### config.mk
export PLATFORM = sky130hd
export DESIGN_NAME = dcs_ctrl
export DESIGN_NICKNAME = d
export VERILOG_FILES = /design/src/inc/dcs_pkg.sv /design/src/verilog/dcs_ctrl.sv
export SDC_FILE = /design/constraint.sdc
export NUM_CORES = 1
export LEC_CHECK = 0
export ABC_AREA = 1
export BUFFER_PORTS_ARGS = -buffer_cell sky130_fd_sc_hd__buf_2
export CORE_MARGIN = 4
export CORE_UTILIZATION = 60
export DETAILED_ROUTE_END_ITERATION = 10
export GPL_ROUTABILITY_DRIVEN = 0
export PLACE_DENSITY_LB_ADDON = 0.15
export SYNTH_ARGS = -nofsm -noshare
export SYNTH_HDL_FRONTEND = slang
export SYNTH_SLANG_ARGS = --single-unit
### constraint.sdc
create_clock -name ref_clk_i -period 2.5 [get_ports ref_clk_i]
set_input_delay 0.25 -clock ref_clk_i [delete_from_list [all_inputs] [get_ports ref_clk_i]]
set_output_delay 0.25 -clock ref_clk_i [all_outputs]
set_load 0.01 [all_outputs]
### src/inc/dcs_pkg.sv
// constants and types for the ddr3 command spacing controller
// assumes a 125 MHz command clock and burst length 8 on the device
package dcs_pkg;
  localparam int CLK_PS    = 8000;
  localparam int CW        = 10;
  localparam int PW        = 32;
  localparam int NBANK     = 8;
  localparam int BL_HALF   = 4;
  localparam int T_RTP_PS  = 7500;
  localparam int T_WTR_PS  = 7500;
  localparam int T_WR_PS   = 15000;
  localparam int T_MOD_PS  = 15000;
  localparam int T_RRD_PS  = 10000;
  localparam int T_FAW1_PS = 40000;
  localparam int T_FAW2_PS = 50000;
  localparam int RTP_NCK   = 4;
  localparam int WTR_NCK   = 4;
  localparam int MRD_NCK   = 4;
  localparam int MOD_NCK   = 12;
  localparam int CCD_NCK   = 4;
  localparam int MPRR_NCK  = 1;
  localparam int RRD_NCK   = 4;
  localparam int DLLK_NCK  = 512;
  localparam int PRE_NCK   = 1;
  localparam int PST_NCK   = 1;

  // least time rounds up, never below one cycle
  function automatic int ceil_ck(input int ps);
    int c;
    c = (ps + CLK_PS - 1) / CLK_PS;
    return (c < 1) ? 1 : c;
  endfunction

  function automatic int max_ck(input int nck, input int ps);
    return (ceil_ck(ps) > nck) ? ceil_ck(ps) : nck;
  endfunction

  localparam int RTP_CYC  = max_ck(RTP_NCK, T_RTP_PS);
  localparam int WTR_CYC  = max_ck(WTR_NCK, T_WTR_PS);
  localparam int WR_CYC   = ceil_ck(T_WR_PS);
  localparam int MOD_CYC  = max_ck(MOD_NCK, T_MOD_PS);
  localparam int RRD_CYC  = max_ck(RRD_NCK, T_RRD_PS);
  localparam int FAW1_CYC = ceil_ck(T_FAW1_PS);
  localparam int FAW2_CYC = ceil_ck(T_FAW2_PS);

  typedef enum logic [2:0] {
    DCS_NOP, DCS_ACT, DCS_RD, DCS_WR, DCS_PRE, DCS_MRS
  } dcs_cmd_e;

  typedef struct packed {
    logic [NBANK-1:0][CW-1:0] rtp;
    logic [NBANK-1:0][CW-1:0] dal;
    logic [CW-1:0]            wtr;
    logic [CW-1:0]            mrd;
    logic [CW-1:0]            mods;
    logic [CW-1:0]            ccd;
    logic [CW-1:0]            mpr;
    logic [CW-1:0]            rrd;
    logic [CW-1:0]            dll;
    logic [3:0][CW-1:0]       faw;
    logic [1:0]               faw_ptr;
    logic [PW-1:0]            rd_pipe;
    logic [PW-1:0]            wr_pipe;
    dcs_cmd_e                 cmd;
    logic [2:0]               bank;
    logic                     ap;
    logic                     rd_win;
    logic                     dqs_oe_n;
    logic                     wdata_en;
  } dcs_st_s;
endpackage

### src/verilog/dcs_ctrl.sv
// command spacing controller driving a ddr3 device's command pins
// assumes ce_i low also stops the memory clock; one command per cycle
// Function
// - read to precharge same bank at least max(4 clocks, 7.5 ns)
// - write transaction start to read at least max(4 clocks, 7.5 ns)
// - write with auto precharge to activate same bank waits WR+tRP
// - mode register sets at least 4 clocks apart
// - after mode set, other commands wait max(12 clocks, 15 ns)
// - column commands at least 4 clocks apart
// - after leaving multi-purpose register mode wait 1 clock
// - 1KB page: activates spaced max(4 clocks, grade time)
// - 2KB page: activates spaced max(4 clocks, grade time)
// - 1KB page: at most four activates per rolling window
// - 2KB page: at most four activates per rolling window
// - write strobe preamble at least 0.9 clock before data
// - write strobe postamble at least 0.3 clock after data
module dcs_ctrl #(
  parameter int CL       = 5,
  parameter int CWL      = 5,
  parameter bit PAGE_2KB = 1'b0,
  parameter int TRP_PS   = 15000
) (
  input  wire logic             ref_clk_i,
  input  wire logic             resetn_i,
  input  wire logic             ce_i,
  input  wire logic             req_valid_i,
  input  dcs_pkg::dcs_cmd_e     req_cmd_i,
  input  wire logic [2:0]       req_bank_i,
  input  wire logic             req_ap_i,
  input  wire logic             req_dll_reset_i,
  input  wire logic             req_mpr_exit_i,
  output logic                  req_ready_o,
  output dcs_pkg::dcs_cmd_e     ddr_cmd_o,
  output logic [2:0]            ddr_bank_o,
  output logic                  ddr_ap_o,
  output logic                  rd_win_o,
  output logic                  wr_dqs_oe_n_o,
  output logic                  wr_data_en_o
);
  localparam int DAL_CYC = dcs_pkg::WR_CYC + dcs_pkg::ceil_ck(TRP_PS);
  localparam int FAW_CYC = PAGE_2KB ? dcs_pkg::FAW2_CYC : dcs_pkg::FAW1_CYC;
  localparam int WTR_LD  = CWL + dcs_pkg::BL_HALF + dcs_pkg::WTR_CYC;
  localparam int RD_LO   = CL - dcs_pkg::PRE_NCK;
  localparam int RD_HI   = CL + dcs_pkg::BL_HALF - 1;
  localparam int WR_LO   = CWL - dcs_pkg::PRE_NCK;
  localparam int WR_HI   = CWL + dcs_pkg::BL_HALF - 1 + dcs_pkg::PST_NCK;

  if (CL < 2 || CWL < 2 || WR_HI >= dcs_pkg::PW - 1 ||
      RD_HI >= dcs_pkg::PW - 1 || DAL_CYC >= 1023 || WTR_LD >= 1023)
  begin : g_bad_param
    $error("dcs_ctrl: latency or tRP out of range");
  end

  dcs_pkg::dcs_st_s st_q, st_d;
  logic             issue;

  function automatic logic [dcs_pkg::CW-1:0] ld(input int n);
    return dcs_pkg::CW'(n);
  endfunction

  function automatic logic [dcs_pkg::CW-1:0] dec(
    input logic [dcs_pkg::CW-1:0] c);
    return (c == '0) ? c : c - 1'b1;
  endfunction

  // a request taken now reaches the pins next edge, so one left is enough
  function automatic logic ok(input logic [dcs_pkg::CW-1:0] c);
    return c <= ld(1);
  endfunction

  function automatic logic win(input logic [dcs_pkg::PW-1:0] p,
                               input int lo, input int hi);
    logic h;
    h = 1'b0;
    for (int i = 0; i < dcs_pkg::PW; i++) begin
      if (i >= lo && i <= hi) begin
        h = h | p[i];
      end
    end
    return h;
  endfunction

  always_comb begin
    unique case (req_cmd_i)
      dcs_pkg::DCS_NOP: req_ready_o = 1'b1;
      dcs_pkg::DCS_ACT: req_ready_o = ok(st_q.rrd)
                          && ok(st_q.faw[st_q.faw_ptr])
                          && ok(st_q.dal[req_bank_i])
                          && ok(st_q.mods) && ok(st_q.mpr);
      dcs_pkg::DCS_RD:  req_ready_o = ok(st_q.ccd)
                          && ok(st_q.wtr)
                          && ok(st_q.dll)
                          && ok(st_q.mods) && ok(st_q.mpr);
      dcs_pkg::DCS_WR:  req_ready_o = ok(st_q.ccd) && ok(st_q.dll)
                          && ok(st_q.mods) && ok(st_q.mpr);
      dcs_pkg::DCS_PRE: req_ready_o = ok(st_q.rtp[req_bank_i])
                          && ok(st_q.mods) && ok(st_q.mpr);
      dcs_pkg::DCS_MRS: req_ready_o = ok(st_q.mrd)
                          && ok(st_q.mpr);
      default:          req_ready_o = 1'b0;
    endcase
  end

  assign issue = req_valid_i && req_ready_o &&
                 (req_cmd_i != dcs_pkg::DCS_NOP);

  always_comb begin
    st_d = st_q;
    for (int b = 0; b < dcs_pkg::NBANK; b++) begin
      st_d.rtp[b] = dec(st_q.rtp[b]);
      st_d.dal[b] = dec(st_q.dal[b]);
    end
    for (int f = 0; f < 4; f++) begin
      st_d.faw[f] = dec(st_q.faw[f]);
    end
    st_d.wtr  = dec(st_q.wtr);
    st_d.mrd  = dec(st_q.mrd);
    st_d.mods = dec(st_q.mods);
    st_d.ccd  = dec(st_q.ccd);
    st_d.mpr  = dec(st_q.mpr);
    st_d.rrd  = dec(st_q.rrd);
    st_d.dll  = dec(st_q.dll);
    st_d.cmd  = dcs_pkg::DCS_NOP;
    st_d.bank = st_q.bank;
    st_d.ap   = 1'b0;
    st_d.rd_pipe = {st_q.rd_pipe[dcs_pkg::PW-2:0], 1'b0};
    st_d.wr_pipe = {st_q.wr_pipe[dcs_pkg::PW-2:0], 1'b0};
    if (issue) begin
      st_d.cmd  = req_cmd_i;
      st_d.bank = req_bank_i;
      st_d.ap   = req_ap_i;
      unique case (req_cmd_i)
        dcs_pkg::DCS_ACT: begin
          st_d.rrd = ld(dcs_pkg::RRD_CYC);
          st_d.faw[st_q.faw_ptr] = ld(FAW_CYC);
          st_d.faw_ptr = st_q.faw_ptr + 2'h1;
        end
        dcs_pkg::DCS_RD: begin
          st_d.ccd = ld(dcs_pkg::CCD_NCK);
          st_d.rtp[req_bank_i] = ld(dcs_pkg::RTP_CYC);
          st_d.rd_pipe[0] = 1'b1;
        end
        dcs_pkg::DCS_WR: begin
          st_d.ccd = ld(dcs_pkg::CCD_NCK);
          // write transaction starts after the data burst
          st_d.wtr = ld(WTR_LD);
          if (req_ap_i) begin
            st_d.dal[req_bank_i] = ld(DAL_CYC);
          end
          st_d.wr_pipe[0] = 1'b1;
        end
        dcs_pkg::DCS_MRS: begin
          st_d.mrd  = ld(dcs_pkg::MRD_NCK);
          st_d.mods = ld(dcs_pkg::MOD_CYC);
          if (req_dll_reset_i) begin
            st_d.dll = ld(dcs_pkg::DLLK_NCK);
          end
          if (req_mpr_exit_i) begin
            st_d.mpr = ld(dcs_pkg::MPRR_NCK + 1);
          end
        end
        default: begin
        end
      endcase
    end
    // capture window spans the device's strobe preamble to release
    st_d.rd_win   = win(st_d.rd_pipe, RD_LO, RD_HI);
    st_d.dqs_oe_n = !win(st_d.wr_pipe, WR_LO, WR_HI);
    st_d.wdata_en = win(st_d.wr_pipe, CWL, CWL + dcs_pkg::BL_HALF - 1);
  end

  always_ff @(posedge ref_clk_i or negedge resetn_i) begin
    if (!resetn_i) begin
      st_q          <= '0;
      st_q.cmd      <= dcs_pkg::DCS_NOP;
      st_q.dqs_oe_n <= 1'b1;
    end else if (ce_i) begin
      st_q <= st_d;
    end
  end

  assign ddr_cmd_o     = st_q.cmd;
  assign ddr_bank_o    = st_q.bank;
  assign ddr_ap_o      = st_q.ap;
  assign rd_win_o      = st_q.rd_win;
  assign wr_dqs_oe_n_o = st_q.dqs_oe_n;
  assign wr_data_en_o  = st_q.wdata_en;

  // helper: cycles since each read, write, mode set and activate last showed on the pins
  localparam int RTP_A  = dcs_pkg::RTP_CYC;
  localparam int MRD_A  = dcs_pkg::MRD_NCK;
  localparam int MOD_A  = dcs_pkg::MOD_CYC;
  localparam int CCD_A  = dcs_pkg::CCD_NCK;
  localparam int RRD_A  = dcs_pkg::RRD_CYC;
  localparam int DLL_A  = dcs_pkg::DLLK_NCK;
  localparam int WR_LO1 = WR_LO - 1;
  logic [dcs_pkg::CW-1:0] s_rd, s_wr, s_mrs, s_col, s_act, s_dll;
  logic [2:0]             rd_bank_q;

  function automatic logic [dcs_pkg::CW-1:0] inc(
    input logic [dcs_pkg::CW-1:0] c);
    return (&c) ? c : c + 1'b1;
  endfunction

  always_ff @(posedge ref_clk_i or negedge resetn_i) begin
    if (!resetn_i) begin
      s_rd      <= '1;
      s_wr      <= '1;
      s_mrs     <= '1;
      s_col     <= '1;
      s_act     <= '1;
      s_dll     <= '1;
      rd_bank_q <= 3'h0;
    end else if (ce_i) begin
      s_rd  <= (ddr_cmd_o == dcs_pkg::DCS_RD) ? ld(1) : inc(s_rd);
      s_wr  <= (ddr_cmd_o == dcs_pkg::DCS_WR) ? ld(1) : inc(s_wr);
      s_mrs <= (ddr_cmd_o == dcs_pkg::DCS_MRS) ? ld(1) : inc(s_mrs);
      s_act <= (ddr_cmd_o == dcs_pkg::DCS_ACT) ? ld(1) : inc(s_act);
      s_col <= (ddr_cmd_o == dcs_pkg::DCS_RD ||
                ddr_cmd_o == dcs_pkg::DCS_WR) ? ld(1) : inc(s_col);
      // only the resetting mode set restarts it, not one during lock
      s_dll <= (ddr_cmd_o == dcs_pkg::DCS_MRS && st_q.dll == ld(DLL_A))
               ? ld(1) : inc(s_dll);
      if (ddr_cmd_o == dcs_pkg::DCS_RD) begin
        rd_bank_q <= ddr_bank_o;
      end
    end
  end

  property p_rtp;
    @(posedge ref_clk_i) disable iff (!resetn_i)
    (ce_i && ddr_cmd_o == dcs_pkg::DCS_PRE && ddr_bank_o == rd_bank_q)
      |-> s_rd >= ld(RTP_A);
  endproperty
  a_rtp: assert property (p_rtp) else $error("read to precharge short");

  property p_wtr;
    @(posedge ref_clk_i) disable iff (!resetn_i)
    (ce_i && ddr_cmd_o == dcs_pkg::DCS_RD) |-> s_wr >= ld(WTR_LD);
  endproperty
  a_wtr: assert property (p_wtr) else $error("write to read short");

  property p_mrd;
    @(posedge ref_clk_i) disable iff (!resetn_i)
    (ce_i && ddr_cmd_o == dcs_pkg::DCS_MRS) |-> s_mrs >= ld(MRD_A);
  endproperty
  a_mrd: assert property (p_mrd) else $error("mode sets too close");

  property p_mod;
    @(posedge ref_clk_i) disable iff (!resetn_i)
    (ce_i && ddr_cmd_o != dcs_pkg::DCS_MRS && ddr_cmd_o != dcs_pkg::DCS_NOP)
      |-> s_mrs >= ld(MOD_A);
  endproperty
  a_mod: assert property (p_mod) else $error("mode update short");

  property p_ccd;
    @(posedge ref_clk_i) disable iff (!resetn_i)
    (ce_i && (ddr_cmd_o == dcs_pkg::DCS_RD || ddr_cmd_o == dcs_pkg::DCS_WR))
      |-> s_col >= ld(CCD_A);
  endproperty
  a_ccd: assert property (p_ccd) else $error("column spacing short");

  property p_rrd;
    @(posedge ref_clk_i) disable iff (!resetn_i)
    (ce_i && ddr_cmd_o == dcs_pkg::DCS_ACT) |-> s_act >= ld(RRD_A);
  endproperty
  a_rrd: assert property (p_rrd) else $error("activates too close");

  property p_dll;
    @(posedge ref_clk_i) disable iff (!resetn_i)
    (ce_i && ddr_cmd_o == dcs_pkg::DCS_RD) |-> s_dll >= ld(DLL_A);
  endproperty
  a_dll: assert property (p_dll) else $error("read before dll lock");

  property p_wpre;
    @(posedge ref_clk_i) disable iff (!resetn_i || !ce_i)
    (st_q.wr_pipe[0] && st_q.wr_pipe[dcs_pkg::PW-1:1] == '0)
      |-> ##WR_LO1 (wr_dqs_oe_n_o && !wr_data_en_o)
          ##1 (!wr_dqs_oe_n_o && !wr_data_en_o)
          ##1 (!wr_dqs_oe_n_o && wr_data_en_o)[*4]
          // a write one column slot later may start its data here
          ##1 (!wr_dqs_oe_n_o &&
               (!wr_data_en_o || st_q.wr_pipe[CWL]));
  endproperty
  a_wpre: assert property (p_wpre)
    else $error("write strobe frame bad");

  property p_rwin;
    @(posedge ref_clk_i) disable iff (!resetn_i || !ce_i)
    (ce_i && ddr_cmd_o == dcs_pkg::DCS_RD) |-> ##RD_LO rd_win_o[*5];
  endproperty
  a_rwin: assert property (p_rwin)
    else $error("read window misplaced");
endmodule

Word level (Yosys, flattened, before mapping)
Cells that the tools add are included.

storage, ports and cells
  input port bits = 13
  memories kept = 0
  bits in latches = 0
  bits in writable memories = 0
  register bits after elaboration = 299
  logic and storage cells = 208
  memory bits (read-only) = 0

cells by class
  eq/ne operators = 5
  reduce and logical (&&, ||, !) cells = 51
  bitwise operators = 20
  multiplexer cells = 54
  multiply operators = 0
  order comparisons = 14
  $add $sub $neg = 28
  divide/modulo/power cells = 0
  shift-type cells = 0

operators by type and width
  kind                                                                    count
  10-bit 2-to-1 mux                                                       38
  272-bit 2-to-1 mux                                                      1
  10-bit zero test                                                        27
  10-bit by 1-bit subtractor with 10-bit output, second input constant    27
  80-bit 2-to-1 mux                                                       2
  72-bit bitwise AND                                                      2
  10-bit by 1-bit <= comparator with 1-bit output, second input constant  10
  90-bit 2-to-1 mux                                                       1
  72-bit inverter                                                         1
  10-bit binary-select mux with 3-bit select                              2
  42-bit 2-to-1 mux                                                       1
  32-bit bitwise AND                                                      1
  32-bit inverter                                                         1
  10-bit demux with 3-bit select                                          1
  8-bit OR                                                                3
  10-bit binary-select mux with 2-bit select                              1
  10-bit demux with 2-bit select                                          1
  20-bit 2-to-1 mux                                                       1
  1-bit logical AND                                                       18
  1-bit OR                                                                12
  8-bit 2-to-1 mux                                                        1
  3-bit by 2-bit equality test with 1-bit output, second input constant   2
  3-bit equality test, second input constant                              2
  1-bit case mux with 6 select lines                                      1
  other kinds (13)                                                        15

Logic depth before layout (Yosys ltp)
  depth in word-level cells = 11
  depth in mapped cells = 21
  gate-level depth less buffers = 19

Worst setup path after synthesis
Ideal clock, no wire load.

  path kind = register to register
  start point = reg st_q[178] (netlist name)
  end point = reg st_q[327] (netlist name)
  cell stages (with the launch flop) = 17
  arrival = 2.065 ns
  path buffers = 1
  setup slack = 0.318 ns
  library setup time = 0.117 ns
  required time = 2.383 ns
  path through = dfrtp_1 -> or2_2 -> nor2_1 -> inv_1 -> o21ai_0 -> nand4_1 -> nand2_1 -> inv_1 -> nand2_1 -> nand2_1 -> nand2_2 -> nand4_2 -> buf_4 -> inv_2 -> nand2_1 -> nand2_1 -> nand2_1

between the ends
  longest elaborated chain between the ends = 9

RTL lines
  item                                             RTL line         text
  from (decl)                                      dcs_ctrl.sv:54   dcs_pkg::dcs_st_s st_q, st_d;
  from (signal assigned)                           dcs_ctrl.sv:178  st_q <= st_d;
  10-bit by 1-bit <= comparator with 1-bit output  dcs_ctrl.sv:68   return c <= ld(1);
  1-bit logical AND                                dcs_ctrl.sv:91   && ok(st_q.wtr)
  1-bit logical AND                                dcs_ctrl.sv:92   && ok(st_q.dll)
  1-bit logical AND (2 in series)                  dcs_ctrl.sv:93   && ok(st_q.mods) && ok(st_q.mpr);
  1-bit case mux with 6 select lines               dcs_ctrl.sv:84   unique case (req_cmd_i)
  1-bit logical AND (2 in series)                  dcs_ctrl.sv:104  assign issue = req_valid_i && req_ready_o &&
  272-bit 2-to-1 mux                               dcs_ctrl.sv:128  if (issue) begin

No other way between the ends.
A chain may end at the register's enable or synchronous reset.

Final worst setup path
  start point = reg st_q[98] (netlist name)
  end point = reg st_q[166] (netlist name)

between the ends
  longest elaborated chain between the ends = 11

RTL lines
  item                                             RTL line         text
  10-bit binary-select mux with 2-bit select       dcs_ctrl.sv:87   && ok(st_q.faw[st_q.faw_ptr])
  10-bit 2-to-1 mux (implied by the code)          dcs_ctrl.sv:87
  10-bit by 1-bit <= comparator with 1-bit output  dcs_ctrl.sv:68
  1-bit logical AND                                dcs_ctrl.sv:87
  1-bit logical AND                                dcs_ctrl.sv:88   && ok(st_q.dal[req_bank_i])
  1-bit logical AND (2 in series)                  dcs_ctrl.sv:89   && ok(st_q.mods) && ok(st_q.mpr);
  1-bit case mux with 6 select lines               dcs_ctrl.sv:84
  1-bit logical AND (2 in series)                  dcs_ctrl.sv:104
  272-bit 2-to-1 mux                               dcs_ctrl.sv:128

No other way between the ends. The select of a mux whose other input is x is not followed.

==> qor.yml <==
crit_buf_inv: 4
cp_max_fo: 10
synth_nets: 2595
regToRegSetupSlack_ns: -0.37
wl_per_cell_um: 16.5
synth_warnings: 0
ys_top_cells_by_area: "dfrtp_1, nand2_1, xor2_1"
hold_depth: 3
p_leak_nw: 12.4
worst_slew_pin_slew_ns: 0.707
drive_gt1_frac: 0.238
fin_crit_ns: 2.87
setup_violations: 273
initial_core_util: 0.616
ctsRootBufferMaster: "clkbuf_16"
worstSetupEndpoint: "st_q[166]"
postRouteWirelength_um: 56500
yosys_register_bits: 299
synth_ff_type: "dfrtp_1"
p_per_area_nw_per_um2: 1090
die_h_um: 183
tritoncts: "done"
hold_viol: 0
clkTransAtPathRegs_ns: 0.06
maxCapViolCount: 0
crit_arrival_ns: 3.28
io_buffers: 23
synth.area.mux_share: 0
fin_skew_ns: 0.0308
finalCritPeriodShare: 1.15
cp-end-kind: "register"
post-dp-hpwl_um: 36600
drt_iter0_markers: 1965
coreArea_sq_um: 30000
violations: "setup timing"
worstHoldStart: "req_cmd_i[0]"
critical_path_class: "register to register"
antenna_found_initial: 0
synth_common_cells: "nand2_1, nor2_1, inv_1"
cts_buffers: 34
post-place-cells: 3335
hp-class: "primary input to register"
crit_slowest_cell: "dfrtp_1"
syn_area_sq_um: 18500
synthAdderAreaFrac: 0.0285
h-tree-depth: 2
areaGrowthSynthToFinish_pct: 32.2
fmax_ghz: 0.348
yosysSeqAreaShare: 0.406
die_x_um: 183
maxSlewViolCount: 0
synth-xor-area-share: 0.0902
overflow: 0
clock_sinks: 299
syn_inst: 2540
yosys.area_share.simple: 0.292
synth_compound_area_frac: 0.0972
io_pins: 24
ir_worst_vdd_uv: 745
drtPass1Iterations: 7
cp.depth: 17
track_usage: 0.323
dieArea_sq_um: 33600
status: "finished, violations left"
seqCellArea_sq_um: 7480
timing.rr.end: "st_q[166]"
layout.nets: 3072
cp-startpoint: "st_q[98]"
crit_chain: "inv_1 > nand2_1 > nor3_1 > nand3_1 > nand2_1 > nand2_1 > nand2_2 > nand3_1 > nand2_1 > nand2_2 > nand2_2 > buf_6 > buf_4 > nand4_1 > nor2_4 > clkbuf_16 > a21oi_1"
grt_pass1_wl_um: 91000
slew_headroom: 0.529
syn_avg_cell_area_sq_um: 7.26
dpl-instance-area_sq_um: 22300
synth.most_common_cell: "nand2_1"
stdcell_area_sq_um: 24400
synth_enable_flop_cells: 0
via_per_inst: 5.65
grt_max_degree: 126
synth.largest_area_cell: "dfrtp_1"
cp-start-kind: "register"
dr_total_vias: 19400
timing.final.ws_setup_ns: -0.371
ys_async_sr_fraction: 1.00
power_mw: 26.5
worstRegToRegCells: 17
multi_input_area_sq_um: 9970
fillers: 1865
required_ns: 2.91
yosysTopAreaCellShare: 0.404
fin_cells: 3431
grt_setup_unrepaired: "yes"
ctsLongestPathBuffers: 3
grt_pass1_vias: 19500
synth_top_family_by_area: "simple AND/OR/NAND/NOR gates"
crit_family: "simple AND/OR/NAND/NOR gates"
remaining_drc_errors: 0
num_rows: 63
max_stage_delay_ns: 0.38
antenna_left: 0
ys_types: 44
clock_latency_ns: 0.54
cpMostUsedCell: "nand2_1"
reg2reg_from: "st_q[98]"
-- routing by layer --
layer	vias up	global-route usage	part of all wire
li1	9059	-	-
met1	9217	0.403	0.40
met2	847	0.555	0.49
met3	256	0.0458	0.070
met4	0	0.152	0.047
met5	-	0	0
-- registers in the layout (all words and copies together), names as in the netlist --
signal         count
wr_data_en_o       1
rd_win_o           1
ddr_cmd_o          3
ddr_ap_o           1
st_q             272
ddr_bank_o         3
st_d              17
wr_dqs_oe_n_o      1
-- through the flow --
stage | TNS (ns) | utilization | setup WS (ns) | hold WS [ns]
4_1_cts | -8.70 | 0.800 | -0.152 | 0.00689
2_1_floorplan | 0 | - | 0.318 | -0.0456
3_5_place_dp | -141.41 | 0.743 | -0.671 | 0.211
3_3_place_gp | -133.49 | 0.743 | -0.646 | 0.217
6_report | -62.37 | 0.815 | -0.371 | 0.0163
5_1_grt | -109.36 | 0.815 | -0.553 | 0.0271
-- logic make-up after synthesis --
family	Yosys count
adder cells (fa/ha/maj)	42
flip-flops	299
buffers and inverters	398
XOR/XNOR	190
AND/OR/NAND/NOR	1271
AO/OA/AOI/OAI	340
-- timing repair --
| item | CTS | global route |
|---|---|---|
| pin swaps | 29 | 21 |
| hold buffers | 3 | 0 |
| endpoints found under the hold margin | 52 | 0 |
| buffers inserted | 19 | 6 |
| setup endpoints to repair | 254 | 275 |
| gates cloned | 10 | 2 |
| resized for setup | 100 | 126 |
-- layout make-up --
| type | instances | area share |
|---|---|---|
| clock inverter | 9 | 0.00482 |
| clock buffer | 50 | 0.0423 |
| antenna | 1 | 0.000103 |
| sequential | 299 | 0.307 |
| timing repair buffer | 500 | 0.166 |
| inverter | 330 | 0.0519 |
| multi-input combinational | 1852 | 0.408 |
| tap | 390 | 0.0200 |
-- where the power goes --
part / switching (mW) / internal [mW] / total (mW)
Sequential: 1.25 / 6.86 / 8.11
Clock: 2.07 / 3.07 / 5.15
Combinational: 7.09 / 6.20 / 13.3
Total: 10.4 / 16.1 / 26.5
-- how the worst min path moves through the flow --
stage / endpoint
2_1_floorplan: ddr_ap_o
3_3_place_gp: st_q[286]
3_5_place_dp: st_q[320]
4_1_cts: ddr_cmd_o[0]
5_1_grt: ddr_cmd_o[0]
6_report: ddr_cmd_o[0]
-- tightest hold or removal path, cell delays in order --
cell and delay (ns):
buf_2 0.13, nand2_1 0.07, nand2_1 0.06
-- cells in the final DEF (no fill, tap or decap), drive strengths merged, types with 6 or more instances in the layout --
| master | synthesis | layout |
|---|---|---|
| buf | 40 | 495 |
| nand3 | 160 | 160 |
| ha | 42 | 42 |
| xnor2 | 32 | 32 |
| nand4 | 43 | 43 |
| nor4 | 23 | 23 |
| a21oi | 165 | 165 |
| o211ai | 9 | 9 |
| nand2 | 589 | 589 |
| clkinv | 1 | 10 |
| xor2 | 158 | 158 |
| inv | 329 | 327 |
| a21boi | 6 | 6 |
| clkbuf | 28 | 52 |
| dfrtp | 298 | 298 |
| or2 | 13 | 13 |
| o21ai | 137 | 137 |
| nor3 | 68 | 68 |
| nor2 | 372 | 381 |
No activity file was read; power rests on OpenSTA's default activity.
